**config.mk**
```make
export PLATFORM = sky130hd
export DESIGN_NAME = tip_rsp_flat
export DESIGN_NICKNAME = d
export VERILOG_FILES = /design/src/tip_pkg.sv /design/src/tip_link_if.sv /design/src/tip_rsp.sv /design/src/flat_wrapper.sv
export SDC_FILE = /design/constraint.sdc
export NUM_CORES = 1
export LEC_CHECK = 0
export BUFFER_PORTS_ARGS = -buffer_cell sky130_fd_sc_hd__buf_2
export CAP_MARGIN = 20
export CORE_ASPECT_RATIO = 1.1
export CORE_MARGIN = 4
export CORE_UTILIZATION = 39
export DETAILED_ROUTE_END_ITERATION = 10
export SKIP_CTS_REPAIR_TIMING = 1
export SYNTH_ARGS = -nofsm -noshare
export SYNTH_HDL_FRONTEND = slang
export SYNTH_SLANG_ARGS = --single-unit
```
**constraint.sdc**
```tcl
create_clock -name clock -period 5.1 [get_ports clock]
set_clock_uncertainty 0.05 [all_clocks]
set_input_delay 0.255 -clock clock [delete_from_list [all_inputs] [get_ports clock]]
set_output_delay 0.255 -clock clock [all_outputs]
set_load 0.02 [all_outputs]
```
**src/tip_pkg.sv**
```systemverilog
// Notes on behaviour
// RULE1 - Translation holder issues invalidations; target accepts them
// RULE2 - Request and response travel as posted writes
// RULE3 - Response flag clear in requests, set in responses
// RULE4 - Responder may merge several tags into one response
// RULE5 - Tag vector bit n completes tag n
// RULE6 - Separate responses on normal and isochronous channels
// RULE7 - Bridged invalidations: one response per traffic class
// RULE8 - Completion count 000b means eight, else n
// RULE9 - Requester completes tag after all counted responses
// RULE10 - Fixed window, target ids, one or two doublewords
package tip_pkg;

   // ****************************************************************
   // Packet layout
   // ****************************************************************
   localparam int        REQ_LEN   = 20;
   localparam int        RSP_LEN   = 16;
   localparam int        TAGS      = 32;
   localparam logic [7:0] BYTE0_EXT = 8'hBE;
   localparam logic [7:0] BYTE4_PW  = 8'h2C;
   localparam logic [5:0] PW_MASK   = 6'h3D;
   localparam logic [5:0] PW_CMD    = 6'h2C;
   localparam logic [7:0] REQ_BYTE6 = 8'h40;
   localparam logic [7:0] RSP_BYTE6 = 8'h00;
   localparam logic [7:0] WIN_LO    = 8'hFB;
   localparam logic [7:0] WIN_HI    = 8'hFD;
   localparam int        FLAG_BIT  = 2;
   localparam int        CC_LSB    = 3;
   localparam logic [19:0] REQ_CTL  = 20'h00FFF;
   localparam logic [15:0] RSP_CTL  = 16'h0FFF;
   localparam logic [3:0] NORM_ISOC = 4'h2;

   // ****************************************************************
   // Response sender states
   // ****************************************************************
   typedef enum logic [1:0] {
      TX_IDLE = 2'h0,
      TX_LOAD = 2'h1,
      TX_SEND = 2'h3
   } tip_tx_state_t;

   // ****************************************************************
   // Helpers
   // ****************************************************************
   function automatic logic is_posted(input logic [7:0] b);
      return (b[5:0] & PW_MASK) == PW_CMD;
   endfunction : is_posted

   function automatic logic [3:0] cc_to_num(input logic [2:0] cc);
      return (cc == 3'h0) ? 4'h8 : {1'b0, cc};
   endfunction : cc_to_num

   function automatic logic [2:0] num_to_cc(input logic [3:0] num);
      return num[2:0];
   endfunction : num_to_cc

endpackage : tip_pkg

```
**src/tip_link_if.sv**
```systemverilog
`timescale 1ns/10ps
`default_nettype none
interface tip_link_if;
   logic       req_valid;
   logic       req_ready;
   logic [7:0] req_data;
   logic       req_ctl;
   logic       req_isoc;
   logic       req_last;
   logic       rsp_valid;
   logic       rsp_ready;
   logic [7:0] rsp_data;
   logic       rsp_ctl;
   logic       rsp_isoc;
   logic       rsp_last;

   modport req_end (
      output req_valid, req_data, req_ctl, req_isoc, req_last, rsp_ready,
      input  req_ready, rsp_valid, rsp_data, rsp_ctl, rsp_isoc, rsp_last
   );
   modport rsp_end (
      input  req_valid, req_data, req_ctl, req_isoc, req_last, rsp_ready,
      output req_ready, rsp_valid, rsp_data, rsp_ctl, rsp_isoc, rsp_last
   );
endinterface : tip_link_if
`default_nettype wire

```
**src/tip_rsp.sv**
```systemverilog
`timescale 1ns/10ps
`default_nettype none

// ****************************************************************
// Receive buffer
// ****************************************************************
module tip_fifo #(
   parameter int WIDTH = 10,
   parameter int DEPTH = 16
) (
   input  wire logic             clock,
   input  wire logic             rst,
   input  wire logic             in_valid,
   output logic                  in_ready,
   input  wire logic [WIDTH-1:0] in_data,
   output logic                  out_valid,
   input  wire logic             out_ready,
   output logic [WIDTH-1:0]      out_data
);
   localparam int AW = $clog2(DEPTH);

   // Depth must be a power of two for the pointer wrap to work
   logic [WIDTH-1:0] mem [0:DEPTH-1];
   logic [AW:0]      wr_q;
   logic [AW:0]      rd_q;

   assign in_ready  = (wr_q != {~rd_q[AW], rd_q[AW-1:0]});
   assign out_valid = (wr_q != rd_q);
   assign out_data  = mem[rd_q[AW-1:0]];

   always_ff @(posedge clock) begin
      if (in_valid && in_ready) begin
         mem[wr_q[AW-1:0]] <= in_data;
      end
   end

   always_ff @(posedge clock) begin
      if (rst) begin
         wr_q <= '0;
      end else if (in_valid && in_ready) begin
         wr_q <= wr_q + {{AW{1'b0}}, 1'b1};
      end
   end

   always_ff @(posedge clock) begin
      if (rst) begin
         rd_q <= '0;
      end else if (out_valid && out_ready) begin
         rd_q <= rd_q + {{AW{1'b0}}, 1'b1};
      end
   end
endmodule : tip_fifo

// ****************************************************************
// Invalidation target
// ****************************************************************
module tip_rsp #(
   parameter logic [7:0] OWN_BUS = 8'h00,
   parameter logic [4:0] OWN_DEV = 5'h02,
   parameter logic [2:0] OWN_FN  = 3'h0,
   parameter logic [4:0] UNIT_ID = 5'h02,
   parameter int         DEPTH   = 16
) (
   input  wire logic        clock,
   input  wire logic        rst,
   tip_link_if.rsp_end      link,
   output logic             inv_valid,
   input  wire logic        inv_ready,
   output logic [4:0]       inv_tag,
   output logic [7:0]       inv_src_bus,
   output logic [4:0]       inv_src_dev,
   output logic [2:0]       inv_src_fn,
   output logic [63:12]     inv_vaddr,
   output logic             inv_size,
   input  wire logic        cpl_valid,
   output logic             cpl_ready,
   input  wire logic [31:0] cpl_vec,
   input  wire logic [7:0]  cpl_bus,
   input  wire logic [4:0]  cpl_dev,
   input  wire logic [2:0]  cpl_fn,
   input  wire logic        bridged,
   input  wire logic [3:0]  tc_count,
   output logic             busy
);

   // ****************************************************************
   // Request intake through the buffer
   // ****************************************************************
   logic       fo_valid;
   logic       fo_ready;
   logic [9:0] fo_data;
   logic       inv_valid_q;
   logic       rx_end_q;

   tip_fifo #(.WIDTH(10), .DEPTH(DEPTH)) u_fifo (
      .clock     (clock),
      .rst       (rst),
      .in_valid  (link.req_valid),
      .in_ready  (link.req_ready),
      .in_data   ({link.req_last, link.req_ctl, link.req_data}),
      .out_valid (fo_valid),
      .out_ready (fo_ready),
      .out_data  (fo_data)
   );

   // Parsing stalls while a decoded request waits for the user and for one cycle after a full request's last byte
   assign fo_ready = !inv_valid_q && !rx_end_q;

   logic [7:0] rx_q [0:19];
   logic [4:0] rx_idx_q;

   always_ff @(posedge clock) begin
      if (rst) begin
         rx_idx_q <= 5'h00;
         rx_end_q <= 1'b0;
      end else begin
         rx_end_q <= fo_valid && fo_ready && fo_data[9]
                     && (rx_idx_q == 5'(tip_pkg::REQ_LEN - 1));   // [RULE10]
         if (fo_valid && fo_ready) begin
            if (fo_data[9]) begin
               rx_idx_q <= 5'h00;
            end else if (rx_idx_q != 5'h1F) begin
               rx_idx_q <= rx_idx_q + 5'h01;
            end
         end
      end
   end

   always_ff @(posedge clock) begin
      if (fo_valid && fo_ready && rx_idx_q < 5'(tip_pkg::REQ_LEN)) begin
         rx_q[rx_idx_q] <= fo_data[7:0];
      end
   end

   logic hit;

   assign hit = rx_end_q && !rx_q[7][tip_pkg::FLAG_BIT]          // [RULE3]
                && tip_pkg::is_posted(rx_q[4])                    // [RULE2]
                && rx_q[0] == tip_pkg::BYTE0_EXT
                && rx_q[10] == tip_pkg::WIN_LO && rx_q[11] == tip_pkg::WIN_HI
                && rx_q[8] == {OWN_DEV, OWN_FN} && rx_q[9] == OWN_BUS; // [RULE10]

   // ****************************************************************
   // Decoded request to the user
   // ****************************************************************
   logic [4:0]   tag_q;
   logic [7:0]   sbus_q;
   logic [4:0]   sdev_q;
   logic [2:0]   sfn_q;
   logic [63:12] va_q;
   logic         size_q;

   always_ff @(posedge clock) begin
      if (rst) begin
         inv_valid_q <= 1'b0;
      end else if (hit) begin
         inv_valid_q <= 1'b1;                                     // [RULE1]
      end else if (inv_ready) begin
         inv_valid_q <= 1'b0;
      end
   end

   always_ff @(posedge clock) begin
      if (rst) begin
         tag_q  <= 5'h00;
         sbus_q <= 8'h00;
         sdev_q <= 5'h00;
         sfn_q  <= 3'h0;
         va_q   <= '0;
         size_q <= 1'b0;
      end else if (hit) begin
         tag_q  <= rx_q[12][7:3];
         sbus_q <= rx_q[2];
         sdev_q <= rx_q[1][7:3];
         sfn_q  <= rx_q[1][2:0];
         va_q   <= {rx_q[19], rx_q[18], rx_q[17], rx_q[16], rx_q[15], rx_q[14],
                    rx_q[13][7:4]};
         size_q <= rx_q[13][3];
      end
   end

   assign inv_valid   = inv_valid_q;
   assign inv_tag     = tag_q;
   assign inv_src_bus = sbus_q;
   assign inv_src_dev = sdev_q;
   assign inv_src_fn  = sfn_q;
   assign inv_vaddr   = va_q;
   assign inv_size    = size_q;

   // ****************************************************************
   // Completion gathering
   // ****************************************************************
   // One target is held; a completion for another requester is taken at once,
   // replaces the held target and merges its tags into the pending set
   tip_pkg::tip_tx_state_t state_q;
   logic [31:0] pend_q;
   logic [7:0]  tbus_q;
   logic [4:0]  tdev_q;
   logic [2:0]  tfn_q;
   logic        take;

   assign cpl_ready = 1'b1;
   assign take      = (state_q == tip_pkg::TX_IDLE) && (pend_q != 32'h0);

   always_ff @(posedge clock) begin
      if (rst) begin
         pend_q <= 32'h0;
      end else if (cpl_valid) begin
         pend_q <= (take ? 32'h0 : pend_q) | cpl_vec;              // [RULE4]
      end else if (take) begin
         pend_q <= 32'h0;
      end
   end

   always_ff @(posedge clock) begin
      if (rst) begin
         tbus_q <= 8'h00;
         tdev_q <= 5'h00;
         tfn_q  <= 3'h0;
      end else if (cpl_valid) begin
         tbus_q <= cpl_bus;
         tdev_q <= cpl_dev;
         tfn_q  <= cpl_fn;
      end
   end

   // ****************************************************************
   // Response sender
   // ****************************************************************
   logic [31:0]  cur_vec_q;
   logic [15:0]  cur_tgt_q;
   logic [3:0]   num_q;
   logic [3:0]   k_q;
   logic         brg_q;
   logic [127:0] tx_sr_q;
   logic [15:0]  tx_ctl_q;
   logic [4:0]   tx_left_q;
   logic         isoc_q;
   logic [2:0]   cc;

   assign cc = tip_pkg::num_to_cc(num_q);                          // [RULE8]

   always_ff @(posedge clock) begin
      if (rst) begin
         state_q <= tip_pkg::TX_IDLE;
      end else begin
         case (state_q)
            tip_pkg::TX_IDLE: begin
               if (take) begin
                  state_q <= tip_pkg::TX_LOAD;
               end
            end
            tip_pkg::TX_LOAD: begin
               state_q <= tip_pkg::TX_SEND;
            end
            tip_pkg::TX_SEND: begin
               if (link.rsp_ready && tx_left_q == 5'h01) begin
                  state_q <= (k_q + 4'h1 >= num_q) ? tip_pkg::TX_IDLE
                                                   : tip_pkg::TX_LOAD;
               end
            end
            default: begin
               state_q <= tip_pkg::TX_IDLE;
            end
         endcase
      end
   end

   always_ff @(posedge clock) begin
      if (rst) begin
         cur_vec_q <= 32'h0;
         cur_tgt_q <= 16'h0;
         num_q     <= 4'h1;
         brg_q     <= 1'b0;
         k_q       <= 4'h0;
      end else if (take) begin
         cur_vec_q <= pend_q;
         cur_tgt_q <= {tbus_q, tdev_q, tfn_q};
         brg_q     <= bridged;
         k_q       <= 4'h0;
         if (!bridged) begin
            num_q <= tip_pkg::NORM_ISOC;                           // [RULE6]
         end else if (tc_count == 4'h0 || tc_count > 4'h8) begin
            num_q <= 4'h1;
         end else begin
            num_q <= tc_count;                                     // [RULE7]
         end
      end else if (state_q == tip_pkg::TX_SEND && link.rsp_ready
                   && tx_left_q == 5'h01) begin
         k_q <= k_q + 4'h1;
      end
   end

   always_ff @(posedge clock) begin
      if (rst) begin
         tx_sr_q   <= '0;
         tx_ctl_q  <= '0;
         tx_left_q <= 5'h00;
         isoc_q    <= 1'b0;
      end else if (state_q == tip_pkg::TX_LOAD) begin
         tx_sr_q   <= {cur_vec_q,                                  // [RULE5]
                       tip_pkg::WIN_HI, tip_pkg::WIN_LO,
                       cur_tgt_q[15:8], cur_tgt_q[7:0],
                       2'h0, cc, 1'b1, 2'h0,                       // [RULE3]
                       tip_pkg::RSP_BYTE6, 3'h0, UNIT_ID,          // [RULE10]
                       tip_pkg::BYTE4_PW, 8'h00,                   // [RULE2]
                       OWN_BUS, OWN_DEV, OWN_FN, tip_pkg::BYTE0_EXT};
         tx_ctl_q  <= tip_pkg::RSP_CTL;
         tx_left_q <= 5'(tip_pkg::RSP_LEN);
         isoc_q    <= !brg_q && (k_q == 4'h1);                     // [RULE6]
      end else if (state_q == tip_pkg::TX_SEND && link.rsp_ready) begin
         tx_sr_q   <= {8'h00, tx_sr_q[127:8]};
         tx_ctl_q  <= {1'b0, tx_ctl_q[15:1]};
         tx_left_q <= tx_left_q - 5'h01;
      end
   end

   assign link.rsp_valid = (state_q == tip_pkg::TX_SEND);
   assign link.rsp_data  = tx_sr_q[7:0];
   assign link.rsp_ctl   = tx_ctl_q[0];
   assign link.rsp_isoc  = isoc_q;
   assign link.rsp_last  = (tx_left_q == 5'h01);
   assign busy           = (state_q != tip_pkg::TX_IDLE);

endmodule : tip_rsp
`default_nettype wire

```
**src/flat_wrapper.sv**
```systemverilog
// flat-port wrapper written by rule: the top's interface ports become plain ports
module tip_rsp_flat 
#(
   parameter logic [7:0] OWN_BUS = 8'h00,
   parameter logic [4:0] OWN_DEV = 5'h02,
   parameter logic [2:0] OWN_FN  = 3'h0,
   parameter logic [4:0] UNIT_ID = 5'h02,
   parameter int         DEPTH   = 16
)
  (clock, rst, inv_valid, inv_ready, inv_tag, inv_src_bus, inv_src_dev, inv_src_fn, inv_vaddr, inv_size, cpl_valid, cpl_ready, cpl_vec, cpl_bus, cpl_dev, cpl_fn, bridged, tc_count, busy, link_req_valid, link_req_data, link_req_ctl, link_req_isoc, link_req_last, link_rsp_ready, link_req_ready, link_rsp_valid, link_rsp_data, link_rsp_ctl, link_rsp_isoc, link_rsp_last);
  tip_link_if link_i ();
  input  wire logic clock;
  input  wire logic rst;
  output logic inv_valid;
  input  wire logic inv_ready;
  output logic [4:0] inv_tag;
  output logic [7:0] inv_src_bus;
  output logic [4:0] inv_src_dev;
  output logic [2:0] inv_src_fn;
  output logic [63:12] inv_vaddr;
  output logic inv_size;
  input  wire logic cpl_valid;
  output logic cpl_ready;
  input  wire logic [31:0] cpl_vec;
  input  wire logic [7:0] cpl_bus;
  input  wire logic [4:0] cpl_dev;
  input  wire logic [2:0] cpl_fn;
  input  wire logic bridged;
  input  wire logic [3:0] tc_count;
  output logic busy;
  input wire logic [$bits(link_i.req_valid)-1:0] link_req_valid;
  input wire logic [$bits(link_i.req_data)-1:0] link_req_data;
  input wire logic [$bits(link_i.req_ctl)-1:0] link_req_ctl;
  input wire logic [$bits(link_i.req_isoc)-1:0] link_req_isoc;
  input wire logic [$bits(link_i.req_last)-1:0] link_req_last;
  input wire logic [$bits(link_i.rsp_ready)-1:0] link_rsp_ready;
  output wire logic [$bits(link_i.req_ready)-1:0] link_req_ready;
  output wire logic [$bits(link_i.rsp_valid)-1:0] link_rsp_valid;
  output wire logic [$bits(link_i.rsp_data)-1:0] link_rsp_data;
  output wire logic [$bits(link_i.rsp_ctl)-1:0] link_rsp_ctl;
  output wire logic [$bits(link_i.rsp_isoc)-1:0] link_rsp_isoc;
  output wire logic [$bits(link_i.rsp_last)-1:0] link_rsp_last;
  assign link_i.req_valid = link_req_valid;
  assign link_i.req_data = link_req_data;
  assign link_i.req_ctl = link_req_ctl;
  assign link_i.req_isoc = link_req_isoc;
  assign link_i.req_last = link_req_last;
  assign link_i.rsp_ready = link_rsp_ready;
  assign link_req_ready = link_i.req_ready;
  assign link_rsp_valid = link_i.rsp_valid;
  assign link_rsp_data = link_i.rsp_data;
  assign link_rsp_ctl = link_i.rsp_ctl;
  assign link_rsp_isoc = link_i.rsp_isoc;
  assign link_rsp_last = link_i.rsp_last;
  tip_rsp #(.OWN_BUS(OWN_BUS), .OWN_DEV(OWN_DEV), .OWN_FN(OWN_FN), .UNIT_ID(UNIT_ID), .DEPTH(DEPTH)) u_core (.clock(clock), .rst(rst), .link(link_i), .inv_valid(inv_valid), .inv_ready(inv_ready), .inv_tag(inv_tag), .inv_src_bus(inv_src_bus), .inv_src_dev(inv_src_dev), .inv_src_fn(inv_src_fn), .inv_vaddr(inv_vaddr), .inv_size(inv_size), .cpl_valid(cpl_valid), .cpl_ready(cpl_ready), .cpl_vec(cpl_vec), .cpl_bus(cpl_bus), .cpl_dev(cpl_dev), .cpl_fn(cpl_fn), .bridged(bridged), .tc_count(tc_count), .busy(busy));
endmodule
```
# Word-level counts from Yosys, hierarchy flattened
# Memory sizes are Yosys's and may differ from the RTL's. A register that Yosys moved wholly into a read port is not among the register bits.
# Index checks and enable logic that the tools add are counted.
# totals
ff_bits,270
ram_bits,320
in_bits,70
out_inout_bits,90
mem_count,2
# classes
n_addsub,5
magnitude_cmp,3
n_eq_ne,15
muxes,24
bitwise_logic,2
reduce_logical,35
# mem_list
name,depth,word_bits,rd,rd_ports_with_merged_regs,write_ports,line_no,rtl
u_core.rx_q,20,8,17,10,1,tip_rsp.sv:109,logic [7:0] rx_q [0:19];
u_core.u_fifo.mem,16,10,1,1,1,tip_rsp.sv:23,logic [WIDTH-1:0] mem [0:DEPTH-1];
# op_table
op,n
two-way mux 128 bit,2
two-way mux 32 bit,2
OR 32 bit,1
nonzero test 32 bit,1
"== test 8 bit, second input constant",3
two-way mux 12 bit,2
two-way mux 5 bit,4
logical AND 1 bit,18
two-way mux 4 bit,4
"adder 5 x 1 -> 5 bit, second input constant",3
"== test 5 bit, second input constant",2
!= test 5 bit,2
"== test 8 x 5 -> 1 bit, second input constant",1
zero test 8 bit,1
nonzero test 2 bit,4
two-way mux 1 bit,7
case mux 2 bit (3 select lines),1
"== test 5 x 1 -> 1 bit, second input constant",1
"< comparator 5 bit, second input constant",1
"!= test 5 bit, second input constant",1
"subtractor 5 x 1 -> 5 bit, second input constant",1
"adder 4 x 1 -> 4 bit, second input constant",1
"== test 4 x 1 -> 1 bit, second input constant",1
greater-or-equal comparator 4 bit,1
other kinds (12),19

# Logic depth before layout (Yosys ltp)
# An unclocked memory read counts as a cell.
# logic_depth
word_depth,10
ltp_mapped,8
depth_no_buf,8

# By module
# Synthesis repeated with hierarchy kept, for this count alone.
# hier_totals
cells_unflattened,1840
area_unflattened_um2,23012.1
# by_module_without_submodules
module,n_inst,cells_each,area_per_inst_um2
tip_rsp,1,1513,15956.6
tip_fifo,1,327,7055.5

# Worst setup path after synthesis
# Ideal clock, no wire load.
# synth_timing
kind,reg-to-reg
from,register with a tool-made name
to,"memory u_core.rx_q[0][3], data pin"
setup_ns,0.324
t_arrival_ns,2.050
setup_slack_ns,2.676
stages_incl_launch_ff,5
synth_period_minus_slack_ns,2.424
path_cell_list,dfxtp_1 clkbuf_1 buf_2 mux4_2 mux4_1
# synth_rtl
item,line_no
"end, declared",tip_rsp.sv:109

==> impl_metrics.env <==
export IMPL_critPathArrivalTime_ps=3300
export IMPL_maxSlewHeadroom=0.230
export IMPL_critPathSlowestCell="mux4_1"
export IMPL_ys_flop_type="dfxtp_1"
export IMPL_hold_violations=1
export IMPL_synth_edf_count=264
export IMPL_power_leakage_nw=10.1
export IMPL_antenna_found_initial=2
export IMPL_die_area_um2=60900
export IMPL_globalRouteTotalUtil=0.149
export IMPL_htree_levels=2
export IMPL_dp_hpwl_um=28600
export IMPL_tritoncts="built"
export IMPL_synth_yosys_seq_area_share=0.669
export IMPL_viasPerCell=5.05
export IMPL_final_antenna_net_count=0
export IMPL_multi_input_area_um2=6820
export IMPL_end_kind="flip-flop"
export IMPL_synth_cell_types=51
export IMPL_avgSynthCellArea_um2=12.6
export IMPL_setup_violations=0
export IMPL_maxCapViolCount=0
export IMPL_initial_utilization=0.396
export IMPL_ctsLongestPathBuffers=3
export IMPL_worst_pin_slew_ps=1160
export IMPL_rows=91
export IMPL_synthArstFlopShare=0
export IMPL_worstRegToRegCells=3
export IMPL_fp_dieH_um=259
export IMPL_root_buffer="clkbuf_16"
export IMPL_post_route_period_util=0.619
export IMPL_gp_congestion=0.751
export IMPL_layout_common_cells="dfxtp_1, edfxtp_1, nand2_1, nor2_1, buf_2"
export IMPL_grt_overflow=0
export IMPL_synthToLayoutAreaGrowth_pct=18.3
export IMPL_num_fill_cells=5038
export IMPL_ys_ff_latch=612
export IMPL_hold_path_class="in2reg"
export IMPL_peakVddDrop_mv=0.245
export IMPL_core_area_um2=56200
export IMPL_status="finished with violations"
export IMPL_synth_fp_nets=1861
export IMPL_violations="hold timing"
export IMPL_place_ws_ps=1840
export IMPL_path_cells="buf_4 -> mux4_2 -> mux4_1"
export IMPL_fin_crit_ps=3160
export IMPL_hold_path_depth=3
export IMPL_clkTransAtPathRegs_ps=60
export IMPL_final_nets=2031
export IMPL_required_ps=5250
export IMPL_ys_warn_count=0
export IMPL_vias=13815
export IMPL_critical_path_peak_fanout=21
export IMPL_final_common_cell="dfxtp_1"
export IMPL_wirelength_um=47700
export IMPL_powerDensity_nw_per_um2=425
export IMPL_port_buffers=156
export IMPL_wl_per_cell_um=17.4
export IMPL_grt_max_degree=199
export IMPL_rsz0062_at_grt="no"
export IMPL_cts_sink_count=612
export IMPL_setup_tns_ps=0
export IMPL_grt_pass1_vias=13048
export IMPL_hold_ws_ps=-17.8
export IMPL_start_kind="flip-flop"
export IMPL_firstDrtPassIters=5
export IMPL_final_layout_size_suffix_gt1_frac=0.159
export IMPL_register_area_um2=14900
export IMPL_clock_fmax_mhz=317
export IMPL_synth_cell_area_um2=22300
export IMPL_io_pins=160
export IMPL_drtIter0Drc=920
export IMPL_timing_final_ws_setup_ps=1940
export IMPL_critical_path_class="reg2reg"
export IMPL_cts_buffers=60
export IMPL_die_x_um=236
export IMPL_max_stage_delay_ps=900
export IMPL_netlist_instances=1773
export IMPL_clk_insertion_delay_late_ps=620
export IMPL_drcViolationCount=0
export IMPL_finalMaxSlewViolations=0
export IMPL_grt_pass1_wl_um=73800
registers in the layout (all words and copies together) (netlist names), 2 cells and up, named ones only:
name                count
u_core.u_fifo.rd_q      5
u_core.rx_idx_q         5
u_core.num_q            4
u_core.cur_vec_q       32
u_core.tx_sr_q        128
u_core.cur_tgt_q       16
u_core.inv_src_fn       3
u_core.tx_ctl_q        12
u_core.inv_src_bus      8
u_core.u_fifo.mem     144
u_core.tfn_q            3
u_core.inv_src_dev      5
u_core.u_fifo.wr_q      5
u_core.state_q          2
inv_vaddr              52
u_core.tx_left_q        5
u_core.tbus_q           8
u_core.pend_q          32
u_core.rx_q           120
u_core.k_q              4
u_core.tdev_q           5
inv_tag                 5
logic make-up (layout without fill, tap and decap cells):
group,after synthesis,in the layout,share of synthesized area
AOI/OAI and AO/OA,248,248,0.0685
adders and majority gates,18,18,0.0101
xor gates and xnor gates,23,23,0.00905
DFF,612,612,0.669
muxes,187,187,0.111
buffers and inverters,139,358,0.0260
and+or+nand+nor,545,545,0.106
other,1,3,0.000169
worst max-delay path, delay by kind of cell (launching register included):
family | cells | cell delay (ps)
flip-flops | 1 | 830
multiplexers | 2 | 1440
buffers and inverters | 1 | 410
cell usage after synthesis, types with 3 or more instances:
master / number / area share
dfxtp_1: 348 / 0.31
edfxtp_1: 264 / 0.36
nand2_1: 236 / 0.040
nor2_1: 200 / 0.034
mux2i_1: 141 / 0.063
a21oi_1: 113 / 0.025
clkbuf_1: 95 / 0.016
a22oi_1: 75 / 0.025
a31oi_1: 37 / 0.010
mux4_2: 35 / 0.035
and3_1: 26 / 0.0073
ha_1: 18 / 0.010
inv_1: 15 / 0.0025
and2_1: 14 / 0.0039
buf_2: 13 / 0.0029
nor4_1: 13 / 0.0037
xnor2_1: 12 / 0.0047
xor2_1: 11 / 0.0043
mux4_1: 10 / 0.012
nand3_1: 10 / 0.0022
buf_4: 9 / 0.0030
nand2b_1: 9 / 0.0025
nand4_1: 7 / 0.0020
buf_1: 6 / 0.0010
or4_1: 5 / 0.0017
nor2b_1: 4 / 0.0011
nor3_1: 4 / 0.00090
o211ai_1: 4 / 0.0013
o21ai_0: 4 / 0.00090
a211oi_1: 3 / 0.0010
nand4b_1: 3 / 0.0012
nor4b_1: 3 / 0.0012
o21a_1: 3 / 0.0010
or4b_2: 3 / 0.0013
through the flow:
stage                     std cells  power, mW  utilization  cell area [µm²]  hold WS (ps)
after floorplan                1773       6.42            -            22300           304
after global placement         2561       6.81        0.419            23600           389
after detailed placement       2561       6.84        0.419            23600           393
after CTS                      2672       11.3        0.456            25600          -227
after global routing           2736       11.6        0.468            26300          4.74
final                          2738       11.2        0.468            26300         -17.8
cell type report:
| class | instances | share of cell area |
|---|---|---|
| timing repair buffer | 232 | 0.0593 |
| sequential | 612 | 0.566 |
| clock buffer | 96 | 0.0727 |
| tap | 744 | 0.0354 |
| inverter | 15 | 0.00214 |
| multi-input combinational | 1022 | 0.259 |
| antenna | 2 | 0.000190 |
| clock inverter | 15 | 0.00532 |
per-layer routing:
layer	vias up	GRT usage	part of all wire
met5	-	0	0.00015
met4	2	0.0388	0.021
met3	76	0.0302	0.047
met2	296	0.241	0.47
met1	6752	0.208	0.46
li1	6689	-	-
power by group:
group | switching [mW] | internal [mW]
Clock | 1.83 | 2.62
Sequential | 0.178 | 5.46
Combinational | 0.663 | 0.445
worst paths after layout:
| kind | startpoint | endpoint | slack [ps] |
|---|---|---|---|
| worst max-delay path | flip-flop | u_core.rx_q[17][3] | 1940 |
| worst min-delay path | cpl_vec[3] | u_core.pend_q[3] | -20 |
| worst max register to register | flip-flop | u_core.rx_q[17][3] | 1940 |
| worst min register to register | u_core.tx_sr_q[39] | u_core.tx_sr_q[31] | 400 |
No activity file was read; power rests on OpenSTA's default activity.
